File: config.mk
export PLATFORM = sky130hd
export DESIGN_NAME = mio_ports
export DESIGN_NICKNAME = d
export VERILOG_FILES = /design/src/verilog/mio_pkg.sv /design/src/verilog/mio_key_if.sv /design/src/verilog/mio_ports.sv /design/src/verilog/mio_keyon.sv
export VERILOG_INCLUDE_DIRS = /design/src /design/src/verilog
export SDC_FILE = /design/constraint.sdc
export NUM_CORES = 1
export LEC_CHECK = 0
export BUFFER_PORTS_ARGS = -buffer_cell sky130_fd_sc_hd__buf_2
export CELL_PAD_IN_SITES_DETAIL_PLACEMENT = 1
export CELL_PAD_IN_SITES_GLOBAL_PLACEMENT = 1
export CORE_UTILIZATION = 36
export CTS_CLUSTER_DIAMETER = 60
export DETAILED_ROUTE_END_ITERATION = 10
export GPL_ROUTABILITY_DRIVEN = 0
export PLACE_DENSITY = 0.83
export SLEW_MARGIN = 25
export SYNTH_ARGS = -nofsm -noshare
export SYNTH_HDL_FRONTEND = slang
export SYNTH_SLANG_ARGS = --single-unit
File: constraint.sdc
create_clock -name hclk -period 1.88 [get_ports hclk]
set_input_delay 0 -clock hclk [delete_from_list [all_inputs] [get_ports hclk]]
set_output_delay 0 -clock hclk [all_outputs]
set_load 0.05 [all_outputs]
File: src/verilog/mio_regs.svh
// register offsets, reset values and field positions of the port block
`ifndef MIO_REGS_SVH
`define MIO_REGS_SVH
`define MIO_OFS_BIT_LATCH 8'h00
`define MIO_OFS_NIB0_LATCH 8'h04
`define MIO_OFS_NIB1_LATCH 8'h08
`define MIO_OFS_PAIR_LATCH 8'h0C
`define MIO_OFS_PIN_LEVEL 8'h10
`define MIO_OFS_PULLUP 8'h14
`define MIO_OFS_KEYON 8'h18
`define MIO_OFS_CTRL 8'h1C
`define MIO_OFS_IRQ_STAT 8'h20
`define MIO_OFS_IRQ_CLR 8'h24
`define MIO_OFS_IRQ_EN 8'h28
`define MIO_RST_LATCH4 4'hF
`define MIO_RST_LATCH2 2'h3
`define MIO_RST_SEL12 12'h000
`define MIO_RST_CTRL 3'h0
`define MIO_CTRL_MODE_LSB 0
`define MIO_CTRL_INTEN_BIT 2
`define MIO_IRQ_WAKE_BIT 0
`define MIO_IRQ_INT_BIT 1
`define MIO_TP_BIT 2
`define MIO_INT_BIT 3
`endif

File: src/verilog/mio_pkg.sv
// types shared by the port block modules
package mio_pkg;
	typedef enum logic [1:0] {
		MIO_TP_INPUT,
		MIO_TP_T1_OUT,
		MIO_TP_T2_OUT
	} mio_tp_mode_t;
	typedef logic [11:0] mio_sel12_t;
endpackage : mio_pkg

File: src/verilog/mio_key_if.sv
// carrier between the port top and the key-on wakeup detector
`timescale 1ns/1ps
interface mio_key_if;
	import mio_pkg::*;
	mio_sel12_t lvl;
	mio_sel12_t en;
	logic backup;
	logic req;
	modport top (output lvl, output en, output backup, input req);
	modport det (input lvl, input en, input backup, output req);
endinterface : mio_key_if

File: src/verilog/mio_ports.sv
// multiplexed open-drain i/o port block with ahb-lite registers
`timescale 1ns/1ps
`include "mio_regs.svh"
module mio_ports
	import mio_pkg::*;
(
	// clock and reset
	input wire logic hclk,
	input wire logic hresetn,
	// ahb-lite slave
	input wire logic hsel,
	input wire logic [7:0] haddr,
	input wire logic [1:0] htrans,
	input wire logic hwrite,
	input wire logic [2:0] hsize,
	input wire logic [31:0] hwdata,
	input wire logic hready,
	output logic hreadyout,
	output logic hresp,
	output logic [31:0] hrdata,
	// single-bit port pins
	input wire logic [3:0] bit_port_pins_in,
	output logic [3:0] bit_port_pins_out,
	output logic [3:0] bit_port_pins_oe,
	// first nibble port
	input wire logic [3:0] nibble_port_first_in,
	output logic [3:0] nibble_port_first_out,
	output logic [3:0] nibble_port_first_oe,
	// second nibble port
	input wire logic [3:0] nibble_port_second_in,
	output logic [3:0] nibble_port_second_out,
	output logic [3:0] nibble_port_second_oe,
	// pair port
	input wire logic [1:0] pair_port_in,
	output logic [1:0] pair_port_out,
	output logic [1:0] pair_port_oe,
	// pull-up controls to the pads, same layout as the key-on register
	output logic [11:0] pull_up_en,
	// reset pin
	input wire logic reset_pin_in,
	output logic reset_pin_out,
	output logic reset_pin_oe,
	input wire logic wdt_reset_req,
	input wire logic por_reset_req,
	// skip test from the cpu
	input wire logic [1:0] bit_test_sel,
	output logic bit_test_skip,
	// timers, interrupt and converter side
	input wire logic t1_underflow,
	input wire logic t2_underflow,
	output logic timer_count_in,
	output logic ext_int_level,
	output logic [1:0] analog_inputs,
	// power state and events
	input wire logic ram_backup,
	output logic wakeup_req,
	output logic irq
);
	logic [3:0] bit_latch_q;
	logic [3:0] nib0_latch_q;
	logic [3:0] nib1_latch_q;
	logic [1:0] pair_latch_q;
	logic [11:0] pullup_q;
	logic [11:0] keyon_q;
	mio_tp_mode_t tp_mode_q;
	logic int_en_q;
	logic tp_toggle_q;
	logic [1:0] irq_stat_q;
	logic [1:0] irq_en_q;
	logic int_prev_q;
	logic wr_pend_q;
	logic [7:0] wr_addr_q;
	logic [31:0] hrdata_q;
	logic bit_skip_q;
	logic tcount_q;
	logic ext_int_q;
	logic [1:0] analog_q;
	logic addr_ok;
	logic int_fall;
	logic [11:0] pin_level;
	mio_key_if key ();

	function automatic logic wr_hit(input logic [7:0] ofs);
		wr_hit = wr_pend_q && (wr_addr_q == ofs);
	endfunction : wr_hit

	function automatic logic [31:0] reg_read(input logic [7:0] a);
		unique case (a)
			`MIO_OFS_BIT_LATCH: reg_read = {28'h0000000, bit_latch_q};
			`MIO_OFS_NIB0_LATCH: reg_read = {28'h0000000, nib0_latch_q};
			`MIO_OFS_NIB1_LATCH: reg_read = {28'h0000000, nib1_latch_q};
			`MIO_OFS_PAIR_LATCH: reg_read = {30'h0, pair_latch_q};
			`MIO_OFS_PIN_LEVEL: reg_read = {18'h0, pin_level[11:10], bit_port_pins_in[1:0],
				pin_level[9:0]};
			`MIO_OFS_PULLUP: reg_read = {20'h00000, pullup_q};
			`MIO_OFS_KEYON: reg_read = {20'h00000, keyon_q};
			`MIO_OFS_CTRL: reg_read = {29'h0, int_en_q, tp_mode_q};
			`MIO_OFS_IRQ_STAT: reg_read = {30'h0, irq_stat_q};
			`MIO_OFS_IRQ_EN: reg_read = {30'h0, irq_en_q};
			default: reg_read = 32'h00000000;
		endcase
	endfunction : reg_read

	// pin level vector in wakeup layout: nib0, nib1, pair, single-bit 2 and 3
	assign pin_level = {bit_port_pins_in[3:2], pair_port_in, nibble_port_second_in,
		nibble_port_first_in};
	assign addr_ok = hsel && htrans[1] && hready;

	// zero wait state slave; every answer is okay
	assign hreadyout = 1'b1;
	assign hresp = 1'b0;

	always_ff @(posedge hclk or negedge hresetn) begin
		if (!hresetn) begin
			wr_pend_q <= 1'b0;
			wr_addr_q <= 8'h00;
		end else begin
			wr_pend_q <= addr_ok && hwrite;
			if (addr_ok) begin
				wr_addr_q <= {haddr[7:2], 2'b00};
			end
		end
	end

	// read data is captured in the address phase so it comes from a flop
	always_ff @(posedge hclk or negedge hresetn) begin
		if (!hresetn) begin
			hrdata_q <= 32'h00000000;
		end else if (addr_ok && !hwrite) begin
			hrdata_q <= reg_read({haddr[7:2], 2'b00});
		end
	end
	assign hrdata = hrdata_q;

	// output latches; reset releases every pin
	always_ff @(posedge hclk or negedge hresetn) begin
		if (!hresetn) begin
			bit_latch_q <= `MIO_RST_LATCH4;
			nib0_latch_q <= `MIO_RST_LATCH4;
			nib1_latch_q <= `MIO_RST_LATCH4;
			pair_latch_q <= `MIO_RST_LATCH2;
		end else begin
			if (wr_hit(`MIO_OFS_BIT_LATCH)) begin
				bit_latch_q <= hwdata[3:0];
			end
			if (wr_hit(`MIO_OFS_NIB0_LATCH)) begin
				nib0_latch_q <= hwdata[3:0];
			end
			if (wr_hit(`MIO_OFS_NIB1_LATCH)) begin
				nib1_latch_q <= hwdata[3:0];
			end
			if (wr_hit(`MIO_OFS_PAIR_LATCH)) begin
				pair_latch_q <= hwdata[1:0];
			end
		end
	end

	always_ff @(posedge hclk or negedge hresetn) begin
		if (!hresetn) begin
			pullup_q <= `MIO_RST_SEL12;
			keyon_q <= `MIO_RST_SEL12;
			tp_mode_q <= MIO_TP_INPUT;
			int_en_q <= 1'b0;
			irq_en_q <= 2'b00;
		end else begin
			if (wr_hit(`MIO_OFS_PULLUP)) begin
				pullup_q <= hwdata[11:0];
			end
			if (wr_hit(`MIO_OFS_KEYON)) begin
				keyon_q <= hwdata[11:0];
			end
			if (wr_hit(`MIO_OFS_CTRL)) begin
				int_en_q <= hwdata[`MIO_CTRL_INTEN_BIT];
				// code 3 is not a mode; it falls back to plain input
				unique case (hwdata[`MIO_CTRL_MODE_LSB +: 2])
					2'h1: tp_mode_q <= MIO_TP_T1_OUT;
					2'h2: tp_mode_q <= MIO_TP_T2_OUT;
					default: tp_mode_q <= MIO_TP_INPUT;
				endcase
			end
			if (wr_hit(`MIO_OFS_IRQ_EN)) begin
				irq_en_q <= hwdata[1:0];
			end
		end
	end
	assign pull_up_en = pullup_q;

	// underflow divided by two: one toggle per selected underflow pulse
	always_ff @(posedge hclk or negedge hresetn) begin
		if (!hresetn) begin
			tp_toggle_q <= 1'b1;
		end else if (tp_mode_q == MIO_TP_INPUT) begin
			tp_toggle_q <= 1'b1;
		end else if ((tp_mode_q == MIO_TP_T1_OUT) ? t1_underflow : t2_underflow) begin
			tp_toggle_q <= ~tp_toggle_q;
		end
	end

	// open-drain: out is always low, enable only where a zero must be driven
	assign bit_port_pins_out = 4'h0;
	assign nibble_port_first_out = 4'h0;
	assign nibble_port_second_out = 4'h0;
	assign pair_port_out = 2'h0;
	assign reset_pin_out = 1'b0;
	assign bit_port_pins_oe = ~bit_latch_q;
	assign nibble_port_first_oe = ~nib0_latch_q;
	assign nibble_port_second_oe = {~nib1_latch_q[3],
		~nib1_latch_q[`MIO_TP_BIT] | ~tp_toggle_q, ~nib1_latch_q[1:0]};
	assign pair_port_oe = ~pair_latch_q;
	assign reset_pin_oe = wdt_reset_req | por_reset_req;

	// alternate function inputs and skip condition, registered
	always_ff @(posedge hclk or negedge hresetn) begin
		if (!hresetn) begin
			bit_skip_q <= 1'b0;
			tcount_q <= 1'b0;
			ext_int_q <= 1'b0;
			analog_q <= 2'b00;
			int_prev_q <= 1'b1;
		end else begin
			bit_skip_q <= ~bit_port_pins_in[bit_test_sel];
			tcount_q <= (tp_mode_q == MIO_TP_INPUT) & nibble_port_second_in[`MIO_TP_BIT];
			ext_int_q <= int_en_q & nibble_port_second_in[`MIO_INT_BIT];
			analog_q <= pair_port_in;
			int_prev_q <= nibble_port_second_in[`MIO_INT_BIT];
		end
	end
	assign bit_test_skip = bit_skip_q;
	assign timer_count_in = tcount_q;
	assign ext_int_level = ext_int_q;
	assign analog_inputs = analog_q;
	assign int_fall = int_en_q & int_prev_q & ~nibble_port_second_in[`MIO_INT_BIT];

	// key-on wakeup detector
	assign key.lvl = pin_level;
	assign key.en = keyon_q;
	assign key.backup = ram_backup;
	mio_keyon u_keyon (
		.hclk(hclk),
		.hresetn(hresetn),
		.key(key.det)
	);
	assign wakeup_req = key.req;

	// sticky events: a set in the same cycle as its clear wins
	always_ff @(posedge hclk or negedge hresetn) begin
		if (!hresetn) begin
			irq_stat_q <= 2'b00;
		end else begin
			irq_stat_q[`MIO_IRQ_WAKE_BIT] <= key.req | (irq_stat_q[`MIO_IRQ_WAKE_BIT]
				& ~(wr_hit(`MIO_OFS_IRQ_CLR) & hwdata[`MIO_IRQ_WAKE_BIT]));
			irq_stat_q[`MIO_IRQ_INT_BIT] <= int_fall | (irq_stat_q[`MIO_IRQ_INT_BIT]
				& ~(wr_hit(`MIO_OFS_IRQ_CLR) & hwdata[`MIO_IRQ_INT_BIT]));
		end
	end
	assign irq = |(irq_stat_q & irq_en_q);

	a_bit_drive: assert property (@(posedge hclk) disable iff (!hresetn)
		(wr_hit(`MIO_OFS_BIT_LATCH)) |=> (bit_port_pins_oe == ~$past(hwdata[3:0])))
		else $error("single-bit pin drive does not follow written latch");
	a_nibble_release: assert property (@(posedge hclk) disable iff (!hresetn)
		(wr_hit(`MIO_OFS_NIB0_LATCH) && hwdata[3:0] == 4'hF) |=> nibble_port_first_oe == 4'h0)
		else $error("first nibble pins not released after writing ones");
	a_pair_analog: assert property (@(posedge hclk) disable iff (!hresetn)
		1'b1 |=> analog_inputs == $past(pair_port_in))
		else $error("analog inputs do not follow pair pins");
	a_skip_level: assert property (@(posedge hclk) disable iff (!hresetn)
		1'b1 |=> bit_test_skip == !$past(bit_port_pins_in[bit_test_sel]))
		else $error("skip condition does not follow selected pin");
	a_reset_drive: assert property (@(posedge hclk) disable iff (!hresetn)
		(wdt_reset_req || por_reset_req) |-> reset_pin_oe && !reset_pin_out)
		else $error("reset pin not pulled low on internal reset");
	a_timer_divide: assert property (@(posedge hclk) disable iff (!hresetn)
		(tp_mode_q == MIO_TP_T1_OUT && t1_underflow && $stable(tp_mode_q))
		|=> tp_toggle_q != $past(tp_toggle_q))
		else $error("timer pin output did not toggle on underflow");
	a_timer_readable: assert property (@(posedge hclk) disable iff (!hresetn)
		(addr_ok && !hwrite && {haddr[7:2], 2'b00} == `MIO_OFS_PIN_LEVEL
			&& tp_mode_q != MIO_TP_INPUT)
		|=> hrdata[4 + `MIO_TP_BIT] == $past(nibble_port_second_in[`MIO_TP_BIT]))
		else $error("timer pin level not visible while output selected");
	a_irq_sticky: assert property (@(posedge hclk) disable iff (!hresetn)
		(irq_stat_q[`MIO_IRQ_INT_BIT] && !(wr_hit(`MIO_OFS_IRQ_CLR) && hwdata[`MIO_IRQ_INT_BIT]))
		|=> irq_stat_q[`MIO_IRQ_INT_BIT])
		else $error("interrupt status dropped without a clear");
	a_int_clear_win: assert property (@(posedge hclk) disable iff (!hresetn)
		int_fall |=> irq_stat_q[`MIO_IRQ_INT_BIT])
		else $error("interrupt edge not recorded");
endmodule : mio_ports

File: src/verilog/mio_keyon.sv
// key-on wakeup detector for the twelve wakeup-capable pins
`timescale 1ns/1ps
module mio_keyon
	import mio_pkg::*;
(
	// clock and reset
	input wire logic hclk,
	input wire logic hresetn,
	// pin levels and enables
	mio_key_if.det key
);
	logic req_q;

	// level sensitive so a key already held when back-up starts still wakes
	always_ff @(posedge hclk or negedge hresetn) begin
		if (!hresetn) begin
			req_q <= 1'b0;
		end else begin
			req_q <= key.backup & |(key.en & ~key.lvl);
		end
	end
	assign key.req = req_q;

	a_wake_on_low: assert property (@(posedge hclk) disable iff (!hresetn)
		(key.backup && |(key.en & ~key.lvl)) |=> key.req)
		else $error("wakeup not raised for enabled low pin");
	a_wake_quiet: assert property (@(posedge hclk) disable iff (!hresetn)
		(!key.backup || (key.en & ~key.lvl) == 12'h000) |=> !key.req)
		else $error("wakeup raised without cause");
endmodule : mio_keyon

==> summary.txt <==
STA
  • Least-Margin Pin Slew: 828.5 ps
  • Crit share post-route: 0.9085
  • Fin. Hold Viols: 0
  • Layout Skew: roughly 12 ps
  • Setup violators final: 0
  • Slew Limit Fails: 0
  • Setup TNS: 0 ps
  • Slew HR: 0.4465
  • Post-layout minimum cycle time: 1708 ps
  • Max Clock Freq: roughly 590 MHz
  • RSZ-0062 raised after global routing: false

Logic synthesis
  • Cell count after synthesis: 362
  • Synth Cell Area: 0.003776 mm^2
  • Async SR Flop Fraction: 1.000
  • Syn. warnings: 0
  • Register area share after synthesis: 0.4957
  • Ys flop type: dfrtp_1
  • Mean Syn Cell Area: ~10 um^2
  • Post-synth EDFFs: 0
  • Synth cell types: 45
  • FF+latch count, synth: 74

Setup path
  • RR Startpoint: wr_addr_q[3]
  • Critical path peak fanout: 12
  • CP Class: reg2reg
  • Worst endpoint required time: 2120 ps
  • Setup crit start kind: register
  • Worst Setup SP: wr_addr_q[3]
  • Crit path capture type: register
  • CP arrival: 1950 ps

Floorplan
  • # IOs: 155
  • Std cell rows: 37
  • Initial Util: 0.3691
  • Core ar.: a little over 0.01 mm^2
  • Die Footprint: 0.01090 mm^2
  • Die height: 104.4 um
  • Die width: 104.4 um

Clock network
  • CTS root buffer: clkbuf_8
  • Worst-path clk slew: 80 ps
  • Maximum clock path buffer count: 2
  • Post_cts resized: 0
  • Htree depth: 3
  • Num CTS Buffers: 9
  • Clock latency on the worst-skew pair: 360 ps
  • CTS tree: yes
  • Clk sinks: 74

Power
  • Sw Pwr: 1.458 mW
  • Comb pwr share: 0.257
  • Seq pwr share: 0.468
  • Pwr Density: roughly 860 mW/mm^2
  • Overall power: 4.034 mW
  • Switching share of total power: 0.3614
  • LEAKAGE: 2.331 nW
  • Clk pwr share: 0.275
  • Internal: 2.576 mW
  • Maximum VDD drop: approximately 0.41 mV

Placement
  • IO Port Bufs: 92
  • Detail Placement HPWL: 7.877 mm

Finish
  • Layout area overhead: 23.56%
  • Filler cell count in the final layout: 1,178
  • Multi-input logic area: 0.001588 mm^2
  • N_diodes: 0
  • Register Area: roughly 0.0019 mm^2
  • Final core utilization: 0.4560
  • Share of cells above drive strength 1: 0.3506
  • Nets: 550

GRT
  • Gr ovfl total: 0
  • Largest net degree at the start of global routing: 57
  • First-pass GRT wire length: 18.55 mm
  • Initial antenna violation count: 0
  • Vias in the first global route: 3,417
  • GRT Util Overall: 0.2238

Route
  • DRT Pass-1 Iters: 4
  • Vias per cell: between 5 and 6
  • DRC: 0
  • DRT iter0 DRCs: 238
  • Wire per inst: 18.96 um
  • Final antenna-violating net count: 0
  • Final WL: 11.72 mm
  • Via count: 3,163

Worst hold path
  • Hold_sp: t1_underflow
  • Hold Crit Class: in2reg

Flow run
  • Max-cap viol count: 0

Run status
  • Status: finished, final reports clean
==> sequential cells by signal, indices dropped and copies added, names as in the netlist, 2 cells and up <==
| signal | cells |
|---|---|
| analog_inputs | 2 |
| bit_latch_q | 4 |
| hrdata | 14 |
| irq_en_q | 2 |
| irq_stat_q | 2 |
| key.en | 12 |
| nib0_latch_q | 4 |
| nib1_latch_q | 4 |
| pair_latch_q | 2 |
| pull_up_en | 12 |
| tp_mode_q | 2 |
| wr_addr_q | 6 |
==> layout by cell type, fill, tap and decap left out, drive strengths merged, types with 16 or more instances in the layout <==
| master | instances |
|---|---|
| buf | 98 |
| nor2 | 16 |
| inv | 30 |
| dfrtp | 58 |
| dlygate4sd3 | 23 |
| mux2 | 38 |
| conb | 35 |
| nand2 | 37 |
| dfstp | 16 |
| o21ai | 24 |
==> critical path: stages, from the launching register on <==
cell and delay [ps]:
dfrtp_1 430, nor3_2 270, nand2_1 110, nor2_1 150, buf_4 260, mux2_2 370
==> layout make-up <==
type | instances | area share
flip-flops and latches | 74 | 0.4012
multi-input cells | 242 | 0.3403
repair buffers | 121 | 0.1630
well taps | 136 | 0.03647
clock buffers | 13 | 0.03191
inverters | 30 | 0.02414
clock inverters | 2 | 0.002950
==> layer usage <==
metal	GRT usage	wire length (um)	vias to the layer above
li1	-	-	1401
met1	0.2708	4674	1579
met2	0.3728	5878	140
met3	0.03759	616	43
met4	0.1347	547	0
met5	0	0	-
==> repair_timing <==
action,CTS,global route
endpoints found under the hold margin,59,0
setup endpoints to repair,0,0
hold buffers,23,0
buffers inserted,0,0
==> power groups by stage <==
stage | combinational, mW | clock, mW | sequential [mW]
final | 1.04 | 1.11 | 1.89
after global routing | 1.10 | 1.18 | 1.91
after detailed placement | 0.984 | 0 | 1.91
after floorplan | 0.696 | 0 | 1.97
after CTS | 1.03 | 1.10 | 1.89
after global placement | 0.960 | 0 | 1.91
==> cells by family after synthesis <==
| group | count (synthesis) | share of synthesized area |
|---|---|---|
| mux | 54 | 0.1590 |
| other cells | 2 | 0.001989 |
| simple gates | 88 | 0.1133 |
| buf+inv | 79 | 0.1166 |
| compound gates | 63 | 0.1087 |
| flops | 74 | 0.4957 |
| xor+xnor | 2 | 0.004640 |
==> cells in the mapped netlist, types with 7 or more instances <==
cell,count,area share
buf_2,7,0.0093
dfstp_2,16,0.11
mux2_2,38,0.11
a22o_1,11,0.026
buf_4,36,0.072
o21ai_0,23,0.030
a21oi_1,8,0.011
dfrtp_1,58,0.38
mux2i_1,15,0.040
inv_1,30,0.030
nor2_1,15,0.015
nand2_1,37,0.037
==> stage by stage <==
stage	cell area (um^2)	std cells	hold WS (ps)	setup WS, ps
floorplan	3900	395	-295.6	338.9
global placement	4273	580	-38.61	270.1
detailed placement	4273	580	-30.90	230.5
CTS	4666	618	14.07	183.6
global route	4666	618	23.81	113.6
finish	4666	618	11.96	172.1
==> path summary, 6_finish.rpt <==
path	to	slack (ps)	cells past startpoint
max in group asynchronous	nib0_latch_q[1]	1060	3
worst min register to register	hrdata[3]	500	2
worst min-delay path	tp_toggle_q	10	5
worst max-delay path	pull_up_en[10]	170	5
worst max register to register	pull_up_en[10]	170	5
min in group asynchronous	hrdata[7]	110	2
Note: power is estimated with default switching activity, not from simulation.
